<file path="src/asof_regs.svh">
// Register offsets, fields, reset values and timing counts of the
// serial output formatter. Included by the package and the design.
`ifndef ASOF_REGS_SVH
`define ASOF_REGS_SVH

// Register indices; byte address is four times the index
`define ASOF_IDX_TEST 8'h0d
`define ASOF_IDX_FORMAT 8'h14
`define ASOF_IDX_DRIVE 8'h15
`define ASOF_IDX_PHASE 8'h16
`define ASOF_IDX_USER1_HI 8'h19
`define ASOF_IDX_USER1_LO 8'h1a
`define ASOF_IDX_USER2_HI 8'h1b
`define ASOF_IDX_USER2_LO 8'h1c
`define ASOF_IDX_WORDLEN 8'h20
`define ASOF_IDX_STATUS 8'h21

// Field positions
`define ASOF_TEST_MODE_MSB 3
`define ASOF_TEST_PN_LONG_RST 4
`define ASOF_TEST_PN_SHORT_RST 5
`define ASOF_FMT_OFFSET_BIN 0
`define ASOF_FMT_LSB_FIRST 2
`define ASOF_DRIVE_REDUCED 0

// Reset values and the word length minimum
`define ASOF_PHASE_RESET 3'h3
`define ASOF_WORDLEN_RESET 5'h10
`define ASOF_WORDLEN_MIN 5'h0c

// Fixed words
`define ASOF_MIDSCALE 16'h8000
`define ASOF_FULL_POS 16'hffff
`define ASOF_FULL_NEG 16'h0000
`define ASOF_CHECKER1 16'haaaa
`define ASOF_CHECKER2 16'h5555
`define ASOF_SYNC_WORD 16'h00ff
`define ASOF_ONE_BIT_HIGH 16'h8000
`define ASOF_MIXED_WORD 16'ha19c
`define ASOF_SIGN_FLIP 16'h8000

// Serial frame: bits per lane per sample, phase steps per bit
`define ASOF_BITS_PER_LANE 8
`define ASOF_PHASE_STEPS 6
`define ASOF_BIT_TICKS 6

`endif

</file>
<file path="src/asof_pkg.sv">
// Types of the serial output formatter.
// Assumes asof_regs.svh sits beside it.
`include "asof_regs.svh"

package asof_pkg;

    typedef enum logic [3:0] {
        TM_OFF = 4'h0,
        TM_MIDSCALE = 4'h1,
        TM_FULL_POS = 4'h2,
        TM_FULL_NEG = 4'h3,
        TM_CHECKER = 4'h4,
        TM_PN_LONG = 4'h5,
        TM_PN_SHORT = 4'h6,
        TM_WORD_TOGGLE = 4'h7,
        TM_USER = 4'h8,
        TM_BIT_TOGGLE = 4'h9,
        TM_SYNC = 4'ha,
        TM_ONE_BIT = 4'hb,
        TM_MIXED = 4'hc
    } asof_test_e;

    typedef enum logic [0:0] {
        FR_IDLE = 1'b0,
        FR_SEND = 1'b1
    } asof_frame_e;

endpackage

</file>
<file path="src/asof_formatter.sv">
// Serial output formatter: codes two 16-bit sample streams and sends
// each over two DDR lanes with a bit clock and a frame clock.
// Assumes sample clock and samples arrive from outside clock_in's
// domain; registers are reached over an Avalon-MM slave.
//
// Implementation choices: the register offsets and register access over Avalon-MM.
`include "asof_regs.svh"

// Function
// Twos complement after reset; a register bit selects offset binary.
// Each channel sent on its own pair of DDR lanes.
// Lane bit rate is sixteen bits times sample rate over two lanes.
// Bit clock runs at four times the sample rate.
// Receiver samples lanes on both bit clock edges.
// Frame clock marks each word, one period per sample.
// Bit clock phase moves in sixty degree steps of a bit.
// Default bit clock edges sit mid bit, 180 degrees.
// MSB first by default; a register bit sends LSB first.
// Offset binary codes; twos complement inverts the top bit.
// Standard swing after reset; a bit selects reduced swing.
// Codes 1-3 send midscale and full-scale words, encoded.
// Code 4 alternates AAAA and 5555, not encoded.
// Code 5 sends the 23-stage sequence x^23+x^18+1, encoded.
// Code 6 sends the 9-stage sequence x^9+x^5+1, encoded.
// Code 7 alternates all ones and all zeros, not encoded.
// Code 8 alternates two user words, not encoded.
// Code 9 repeats AAAA, not encoded.
// Code 10 repeats 00FF, not encoded.
// Code 11 repeats 8000, not encoded.
// Code 12 repeats A19C; code 0 turns tests off, default.
// Any test code replaces samples; pattern still paced by sample clock.
// Non-pseudorandom patterns support twelve to sixteen bit words.
// Short sequence seeds all ones, sent MSB first.
// Long sequence seeds all ones, bit stream inverted; the code sends the register bit uninverted.
// Two-word patterns alternate per sample, frame timing unchanged.
// Upper byte on first lane, lower byte on second.
module asof_formatter #(
    parameter int BIT_TICKS = `ASOF_BIT_TICKS
) (
    // Clock and reset
    input wire logic clock_in,
    input wire logic rst_in,
    // Converter side
    input wire logic sample_clk_in,
    input wire logic [15:0] sample_a_in,
    input wire logic [15:0] sample_b_in,
    // Avalon-MM slave
    input wire logic [7:0] avs_address_in,
    input wire logic avs_read_in,
    input wire logic avs_write_in,
    input wire logic [31:0] avs_writedata_in,
    output logic [31:0] avs_readdata_out,
    output logic avs_waitrequest_out,
    // Serial link
    output logic [1:0] lane_a_out,
    output logic [1:0] lane_b_out,
    output logic data_out_clock_pos_out,
    output logic data_out_clock_neg_out,
    output logic frame_out_clock_out,
    output logic reduced_swing_out
);

    typedef struct packed {
        logic sclk_s1;
        logic sclk_s2;
        logic sclk_prev;
        logic [15:0] a_s1;
        logic [15:0] a_s2;
        logic [15:0] b_s1;
        logic [15:0] b_s2;
        asof_pkg::asof_test_e test_mode;
        logic offset_bin;
        logic lsb_first;
        logic reduced;
        logic [2:0] phase;
        logic [4:0] word_len;
        logic [7:0] user1_hi;
        logic [7:0] user1_lo;
        logic [7:0] user2_hi;
        logic [7:0] user2_lo;
        logic [22:0] pn_long;
        logic [8:0] pn_short;
        logic second_word;
        asof_pkg::asof_frame_e frame;
        logic [15:0] word_a;
        logic [15:0] word_b;
        logic [2:0] bit_idx;
        logic [7:0] tick;
        logic data_out_clock;
        logic dco_n;
        logic frame_out_clock;
        logic [1:0] lane_a;
        logic [1:0] lane_b;
        logic [7:0] frame_cnt;
        logic wait_n;
        logic wait_req;
        logic [31:0] rdata;
    } asof_state_s;

    asof_state_s st_reg;
    asof_state_s st_next;

    // Tick within a bit at which the bit clock toggles
    function automatic logic [7:0] phase_tick(input logic [2:0] steps);
        int t;
        t = (int'(steps) * BIT_TICKS) / `ASOF_PHASE_STEPS;
        return 8'(t);
    endfunction

    // Top bit flipped when the target coding differs from the source
    function automatic logic [15:0] encode(input logic [15:0] w,
                                           input logic src_is_offset,
                                           input logic offset_bin);
        return (src_is_offset != offset_bin) ? (w ^ `ASOF_SIGN_FLIP) : w;
    endfunction

    // Sixteen steps of the long generator; register bit taken as is, so
    // an all-ones seed gives an all-ones first word before coding
    function automatic logic [38:0] pn_long_step(input logic [22:0] s);
        logic [22:0] r;
        logic [15:0] w;
        r = s;
        w = 16'h0000;
        for (int i = 0; i < 16; i++) begin
            w = {w[14:0], r[22]};
            r = {r[21:0], r[22] ^ r[17]};
        end
        return {r, w};
    endfunction

    // Sixteen steps of the short generator
    function automatic logic [24:0] pn_short_step(input logic [8:0] s);
        logic [8:0] r;
        logic [15:0] w;
        r = s;
        w = 16'h0000;
        for (int i = 0; i < 16; i++) begin
            w = {w[14:0], r[8]};
            r = {r[7:0], r[8] ^ r[4]};
        end
        return {r, w};
    endfunction

    // Mask keeping the top word_len bits; all sixteen when word_len lies outside 12 to 16
    function automatic logic [15:0] len_mask(input logic [4:0] n);
        logic [4:0] k;
        k = (n < `ASOF_WORDLEN_MIN || n > 5'h10) ? 5'h10 : n;
        return 16'hffff << (5'h10 - k);
    endfunction

    logic sample_edge;
    logic [38:0] pn_long_nx;
    logic [24:0] pn_short_nx;
    logic [15:0] pat_word;
    logic pat_is_pn;
    logic [7:0] idx;
    logic addr_ok;
    logic bit_end;

    always_comb begin
        sample_edge = st_reg.sclk_s2 && !st_reg.sclk_prev;
        pn_long_nx = pn_long_step(st_reg.pn_long);
        pn_short_nx = pn_short_step(st_reg.pn_short);
        idx = {2'h0, avs_address_in[7:2]};
        addr_ok = (avs_address_in[1:0] == 2'h0);
        bit_end = (st_reg.tick == 8'(BIT_TICKS - 1));
        pat_is_pn = 1'b0;
        unique case (st_reg.test_mode)
            asof_pkg::TM_OFF:
                pat_word = 16'h0000;
            asof_pkg::TM_MIDSCALE:
                pat_word = encode(`ASOF_MIDSCALE, 1'b1,
                                  st_reg.offset_bin);
            asof_pkg::TM_FULL_POS:
                pat_word = encode(`ASOF_FULL_POS, 1'b1,
                                  st_reg.offset_bin);
            asof_pkg::TM_FULL_NEG:
                pat_word = encode(`ASOF_FULL_NEG, 1'b1,
                                  st_reg.offset_bin);
            asof_pkg::TM_CHECKER:
                pat_word = st_reg.second_word ? `ASOF_CHECKER2
                                              : `ASOF_CHECKER1;
            asof_pkg::TM_PN_LONG: begin
                pat_is_pn = 1'b1;
                // Raw generator words are offset coded
                pat_word = encode(pn_long_nx[15:0], 1'b1,
                                  st_reg.offset_bin);
            end
            asof_pkg::TM_PN_SHORT: begin
                pat_is_pn = 1'b1;
                pat_word = encode(pn_short_nx[15:0], 1'b1,
                                  st_reg.offset_bin);
            end
            asof_pkg::TM_WORD_TOGGLE:
                pat_word = st_reg.second_word ? 16'h0000 : 16'hffff;
            asof_pkg::TM_USER:
                pat_word = st_reg.second_word
                    ? {st_reg.user2_hi, st_reg.user2_lo}
                    : {st_reg.user1_hi, st_reg.user1_lo};
            asof_pkg::TM_BIT_TOGGLE:
                pat_word = `ASOF_CHECKER1;
            asof_pkg::TM_SYNC:
                pat_word = `ASOF_SYNC_WORD;
            asof_pkg::TM_ONE_BIT:
                pat_word = `ASOF_ONE_BIT_HIGH;
            asof_pkg::TM_MIXED:
                pat_word = `ASOF_MIXED_WORD;
            default:
                pat_word = 16'h0000;
        endcase
        if (!pat_is_pn) begin
            pat_word = pat_word & len_mask(st_reg.word_len);
        end
    end

    always_comb begin
        st_next = st_reg;
        // Two flops before anything reads the pins
        st_next.sclk_s1 = sample_clk_in;
        st_next.sclk_s2 = st_reg.sclk_s1;
        st_next.sclk_prev = st_reg.sclk_s2;
        st_next.a_s1 = sample_a_in;
        st_next.a_s2 = st_reg.a_s1;
        st_next.b_s1 = sample_b_in;
        st_next.b_s2 = st_reg.b_s1;

        // Bus: waitrequest drops for one cycle, write lands then
        st_next.wait_n = 1'b0;
        if ((avs_read_in || avs_write_in) && !st_reg.wait_n) begin
            st_next.wait_n = 1'b1;
            st_next.rdata = 32'h0000_0000;
            if (addr_ok) begin
                unique case (idx)
                    `ASOF_IDX_TEST:
                        st_next.rdata = {28'h0, st_reg.test_mode};
                    `ASOF_IDX_FORMAT:
                        st_next.rdata = {29'h0, st_reg.lsb_first, 1'b0,
                                         st_reg.offset_bin};
                    `ASOF_IDX_DRIVE:
                        st_next.rdata = {31'h0, st_reg.reduced};
                    `ASOF_IDX_PHASE:
                        st_next.rdata = {29'h0, st_reg.phase};
                    `ASOF_IDX_USER1_HI:
                        st_next.rdata = {24'h0, st_reg.user1_hi};
                    `ASOF_IDX_USER1_LO:
                        st_next.rdata = {24'h0, st_reg.user1_lo};
                    `ASOF_IDX_USER2_HI:
                        st_next.rdata = {24'h0, st_reg.user2_hi};
                    `ASOF_IDX_USER2_LO:
                        st_next.rdata = {24'h0, st_reg.user2_lo};
                    `ASOF_IDX_WORDLEN:
                        st_next.rdata = {27'h0, st_reg.word_len};
                    `ASOF_IDX_STATUS:
                        st_next.rdata = {22'h0, st_reg.frame,
                                         st_reg.second_word,
                                         st_reg.frame_cnt};
                    default:
                        st_next.rdata = 32'h0000_0000;
                endcase
            end
        end

        // Word pacing from the sample clock edge
        if (sample_edge) begin
            st_next.frame = asof_pkg::FR_SEND;
            st_next.bit_idx = 3'h0;
            st_next.tick = 8'h00;
            st_next.data_out_clock = 1'b0;
            st_next.frame_cnt = st_reg.frame_cnt + 8'h01;
            if (st_reg.test_mode == asof_pkg::TM_OFF) begin
                // Core samples in offset binary
                st_next.word_a = encode(st_reg.a_s2, 1'b1,
                                        st_reg.offset_bin);
                st_next.word_b = encode(st_reg.b_s2, 1'b1,
                                        st_reg.offset_bin);
            end else begin
                st_next.word_a = pat_word;
                st_next.word_b = pat_word;
                st_next.second_word = !st_reg.second_word;
                if (st_reg.test_mode == asof_pkg::TM_PN_LONG) begin
                    st_next.pn_long = pn_long_nx[38:16];
                end
                if (st_reg.test_mode == asof_pkg::TM_PN_SHORT) begin
                    st_next.pn_short = pn_short_nx[24:16];
                end
            end
        end else if (st_reg.frame == asof_pkg::FR_SEND) begin
            st_next.tick = bit_end ? 8'h00 : st_reg.tick + 8'h01;
            if (st_reg.tick == phase_tick(st_reg.phase)) begin
                st_next.data_out_clock = !st_reg.data_out_clock;
            end
            if (bit_end) begin
                st_next.bit_idx = st_reg.bit_idx + 3'h1;
                if (st_reg.bit_idx == 3'(`ASOF_BITS_PER_LANE - 1)) begin
                    st_next.frame = asof_pkg::FR_IDLE;
                end
            end
        end

        // Lanes: upper byte first lane, lower byte second
        if (st_next.frame == asof_pkg::FR_SEND) begin
            if (st_reg.lsb_first) begin
                st_next.lane_a = {st_next.word_a[8 + st_next.bit_idx],
                                  st_next.word_a[st_next.bit_idx]};
                st_next.lane_b = {st_next.word_b[8 + st_next.bit_idx],
                                  st_next.word_b[st_next.bit_idx]};
            end else begin
                st_next.lane_a = {st_next.word_a[15 - st_next.bit_idx],
                                  st_next.word_a[7 - st_next.bit_idx]};
                st_next.lane_b = {st_next.word_b[15 - st_next.bit_idx],
                                  st_next.word_b[7 - st_next.bit_idx]};
            end
            st_next.frame_out_clock = !st_next.bit_idx[2];
        end else begin
            st_next.frame_out_clock = 1'b0;
        end

        // Register writes at the edge where waitrequest is low
        if (avs_write_in && st_reg.wait_n && addr_ok) begin
            unique case (idx)
                `ASOF_IDX_TEST: begin
                    st_next.test_mode = asof_pkg::asof_test_e'(
                        avs_writedata_in[`ASOF_TEST_MODE_MSB:0]);
                    st_next.second_word = 1'b0;
                    if (avs_writedata_in[`ASOF_TEST_PN_LONG_RST]) begin
                        st_next.pn_long = '1;
                    end
                    if (avs_writedata_in[`ASOF_TEST_PN_SHORT_RST]) begin
                        st_next.pn_short = '1;
                    end
                end
                `ASOF_IDX_FORMAT: begin
                    st_next.offset_bin =
                        avs_writedata_in[`ASOF_FMT_OFFSET_BIN];
                    st_next.lsb_first =
                        avs_writedata_in[`ASOF_FMT_LSB_FIRST];
                end
                `ASOF_IDX_DRIVE:
                    st_next.reduced =
                        avs_writedata_in[`ASOF_DRIVE_REDUCED];
                `ASOF_IDX_PHASE:
                    st_next.phase = (avs_writedata_in[2:0] <
                        3'(`ASOF_PHASE_STEPS)) ? avs_writedata_in[2:0]
                                               : st_reg.phase;
                `ASOF_IDX_USER1_HI:
                    st_next.user1_hi = avs_writedata_in[7:0];
                `ASOF_IDX_USER1_LO:
                    st_next.user1_lo = avs_writedata_in[7:0];
                `ASOF_IDX_USER2_HI:
                    st_next.user2_hi = avs_writedata_in[7:0];
                `ASOF_IDX_USER2_LO:
                    st_next.user2_lo = avs_writedata_in[7:0];
                `ASOF_IDX_WORDLEN:
                    st_next.word_len = avs_writedata_in[4:0];
                default: ;
            endcase
        end

        // Inverted copies kept in flops so every output is registered
        st_next.dco_n = !st_next.data_out_clock;
        st_next.wait_req = !st_next.wait_n;
    end

    always_ff @(posedge clock_in) begin
        if (rst_in) begin
            st_reg <= '0;
            st_reg.test_mode <= asof_pkg::TM_OFF;
            st_reg.offset_bin <= 1'b0;
            st_reg.phase <= `ASOF_PHASE_RESET;
            st_reg.word_len <= `ASOF_WORDLEN_RESET;
            st_reg.pn_long <= '1;
            st_reg.pn_short <= '1;
            st_reg.frame <= asof_pkg::FR_IDLE;
            st_reg.dco_n <= 1'b1;
            st_reg.wait_req <= 1'b1;
        end else begin
            st_reg <= st_next;
        end
    end

    assign avs_readdata_out = st_reg.rdata;
    assign avs_waitrequest_out = st_reg.wait_req;
    assign lane_a_out = st_reg.lane_a;
    assign lane_b_out = st_reg.lane_b;
    assign data_out_clock_pos_out = st_reg.data_out_clock;
    assign data_out_clock_neg_out = st_reg.dco_n;
    assign frame_out_clock_out = st_reg.frame_out_clock;
    assign reduced_swing_out = st_reg.reduced;
endmodule

</file>
<file path="config.mk">
export PLATFORM = sky130hd
export DESIGN_NAME = asof_formatter
export DESIGN_NICKNAME = d
export VERILOG_FILES = /design/src/asof_pkg.sv /design/src/asof_formatter.sv
export VERILOG_INCLUDE_DIRS = /design/src
export SDC_FILE = /design/constraint.sdc
export NUM_CORES = 1
export LEC_CHECK = 0
export ABC_AREA = 1
export BUFFER_PORTS_ARGS = -buffer_cell sky130_fd_sc_hd__buf_2
export CAP_MARGIN = 20
export CELL_PAD_IN_SITES_DETAIL_PLACEMENT = 1
export CELL_PAD_IN_SITES_GLOBAL_PLACEMENT = 2
export CORE_ASPECT_RATIO = 1.2
export CORE_MARGIN = 5
export CORE_UTILIZATION = 37
export CTS_BUF_LIST = sky130_fd_sc_hd__clkbuf_8
export CTS_CLUSTER_DIAMETER = 100
export CTS_CLUSTER_SIZE = 20
export DETAILED_ROUTE_END_ITERATION = 7
export PLACE_DENSITY = 0.94
export SYNTH_ARGS = -nofsm -noshare
export SYNTH_HDL_FRONTEND = slang
export SYNTH_SLANG_ARGS = --single-unit
</file>
<file path="constraint.sdc">
create_clock -name clock_in -period 7.05 [get_ports clock_in]
set_input_delay 1.41 -clock clock_in [delete_from_list [all_inputs] [get_ports clock_in]]
set_output_delay 1.41 -clock clock_in [all_outputs]
set_load 0.02 [all_outputs]
</file>
==> flow_metrics.tcl <==
set metrics [dict create \
    cp-start-kind "input port" \
    switching_share_pct 25.6 \
    nNetsFinal 1664 \
    area_delta_synth_final_pct 6.29 \
    final_common_cell "nand2_1" \
    setup-tns-final_ns 0 \
    worst_pin_slew_ns 1.01 \
    clock-root-buffer "clkbuf_8" \
    rows 68 \
    irDropWorstVdd_mv 0.113 \
    ys_ff_latch 218 \
    die_height_um 197 \
    cts_hold_buf 0 \
    ant_nets 0 \
    arrival_ns 3.87 \
    period_needed_ns 3.45 \
    core_area_mm2 0.0288 \
    cts.sinks 218 \
    hold_path_end "st_reg[209]" \
    status "complete, no violations" \
    cts_tree "yes" \
    slew_headroom_pct 32.5 \
    required_ns 7.47 \
    clk_path_buf_depth 3 \
    grt_pass1_wl_um 50700 \
    fin_ws_ns 3.60 \
    layout.cells.most_common_list "273 x nand2_1, 231 x nor2_1, 218 x dfxtp_1" \
    drive_above_1_share_pct 9.37 \
    largest_reg_flops 133 \
    htreeDepth 1 \
    avgSynthCellArea_um2 6.98 \
    post_cts_resized 0 \
    gp_congestion 0.858 \
    pwr-share-seq_pct 62.3 \
    hp-class "register to register" \
    avgRoutedWirePerCell_um 15.7 \
    crit_type "input port to register" \
    clkPwrFrac_pct 28.9 \
    start_util_pct 37.5 \
    internal_power_uw 1530 \
    num_io_pins 118 \
    cts_setup_buffers 0 \
    power_density_mw_per_mm2 179 \
    synthArstFlopShare_pct 0 \
    synth_edf_count 0 \
    clk_latency_ns 0.53 \
    drtIter0Drc 501 \
    period_share_pct 48.9 \
    port_buffers 71 \
    wl_um 30600 \
    dp_hpwl_um 23100 \
    grt_use_total_pct 18.3 \
    nFillCells 3803 \
    p_leak_uw 0.00516 \
    yosys.cell_types.count 52 \
    setup_viol 0 \
    worst_hold_startpoint "st_next[209]" \
    p_sw_uw 525 \
    drv_cap 0 \
    r2r-end "lane_b_out[0]" \
    syn-cell-area_mm2 0.0108 \
    hold_violations 0 \
    remaining_drc_errors 0 \
    antenna_cells 0 \
    skew_ns 0.0226 \
    dieWidth_um 166 \
    rsz0062_at_grt "no" \
    critPathCaptureType "register" \
    cts_buffers 14 \
    clk_pin_slew_ns 0.13 \
    hold_depth 2 \
    vias_per_cell 4.96 \
    ys.flop_type "dfxtp_1" \
    critPathMaxFanout 9 \
    yosysWarnings 0 \
    die_area_mm2 0.0327 \
    pre_cts_ws_ns 3.10 \
    drt_pre_antenna_iters 5 \
    antenna_found_initial 0 \
    grt_pass1_vias 10000 \
    reg2reg_from "st_reg[160]" \
    slew_violations 0 \
    vias 9695 \
    max_freq_mhz 290 \
    reg2regPathDepth 17 \
    grt_max_degree 102 \
    hold_slack_ns 0.399 \
    grt_overflow_total 0 \
    r2r_slack_ns 3.90 \
    p_comb_share_pct 8.9 \
    syn_inst 1546 \
    synth.yosys.seq_area_share_pct 40.4 \
]
[cell type report]
type                       instances  area [µm²]  share of cell area (%)
multi-input combinational       1029        5130                    44.8
inverter                         228         856                    7.46
clock buffer                      16         220                    1.92
tap                              385         482                    4.20
sequential                       218        4360                    38.1
timing repair buffer              78         410                    3.58
[metrics by stage]
| stage | cell area, µm² | util [%] | cells | total power [µW] |
|---|---|---|---|---|
| floorplan | 10900 | - | 1567 | 1440 |
| global placement | 11200 | 39.1 | 1938 | 1480 |
| detailed placement | 11200 | 39.1 | 1938 | 1490 |
| CTS | 11500 | 39.9 | 1954 | 2090 |
| global route | 11500 | 39.9 | 1954 | 2160 |
| finish | 11500 | 39.9 | 1954 | 2050 |
[cells in the mapped netlist, types with 8 or more instances]
cell type	instances	area, µm²
a21oi_1	69	345
buf_2	8	40.0
buf_4	36	270
clkbuf_1	42	158
dfxtp_1	218	4360
ha_1	17	213
inv_1	208	781
inv_2	16	60.1
nand2_1	273	1020
nand2_2	8	50.1
nand3_1	99	495
nor2_1	231	867
nor3_1	14	70.1
nor4_1	8	50.1
o211ai_1	42	315
o21ai_0	109	546
o21ai_1	21	105
o22ai_1	10	62.6
xnor2_1	12	105
xor2_1	19	166
[metal layers]
metal | global-route usage, % | up-vias | wire (µm)
met5 | 0 | - | 0
met4 | 5.41 | 0 | 836
met3 | 2.38 | 44 | 1160
met2 | 32.8 | 183 | 14800
met1 | 23.2 | 4552 | 13900
li1 | - | 4916 | -
[power groups by stage]
stage,clock [µW],sequential (µW),combinational (µW)
after floorplan,0,1300,140
after global placement,0,1310,177
after detailed placement,0,1310,183
after CTS,627,1280,184
after global routing,667,1280,207
final,593,1280,182
[worst max-delay path, cell delays in order]
cell and delay [ns]:
buf_2 0.13, nor2_1 0.16, inv_1 0.10, nor3_2 0.45, inv_1 0.21, nor2_1 0.55, clkinv_1 0.51, o21ai_0 0.28
a21oi_1 0.06
[how the worst max path moves through the flow]
stage / cells after the start / from / endpoint
2_1_floorplan: 11 / avs_address_in[6] / st_reg[151]
6_report: 9 / avs_address_in[2] / st_reg[127]
3_3_place_gp: 12 / avs_address_in[6] / st_reg[156]
4_1_cts: 12 / avs_address_in[6] / st_reg[151]
5_1_grt: 9 / avs_address_in[2] / st_reg[129]
3_5_place_dp: 12 / avs_address_in[6] / st_reg[156]
[cells by family after synthesis]
| logic type | share of synthesized area, % |
|---|---|
| simple gates | 26.2 |
| buf+inv | 12.7 |
| compound gates | 15.9 |
| flops | 40.5 |
| xor+xnor | 2.52 |
| fa+ha+maj | 2.16 |
| other cells | 0.0348 |
| mux | 0.0928 |
No activity file was read; power rests on OpenSTA's default activity.
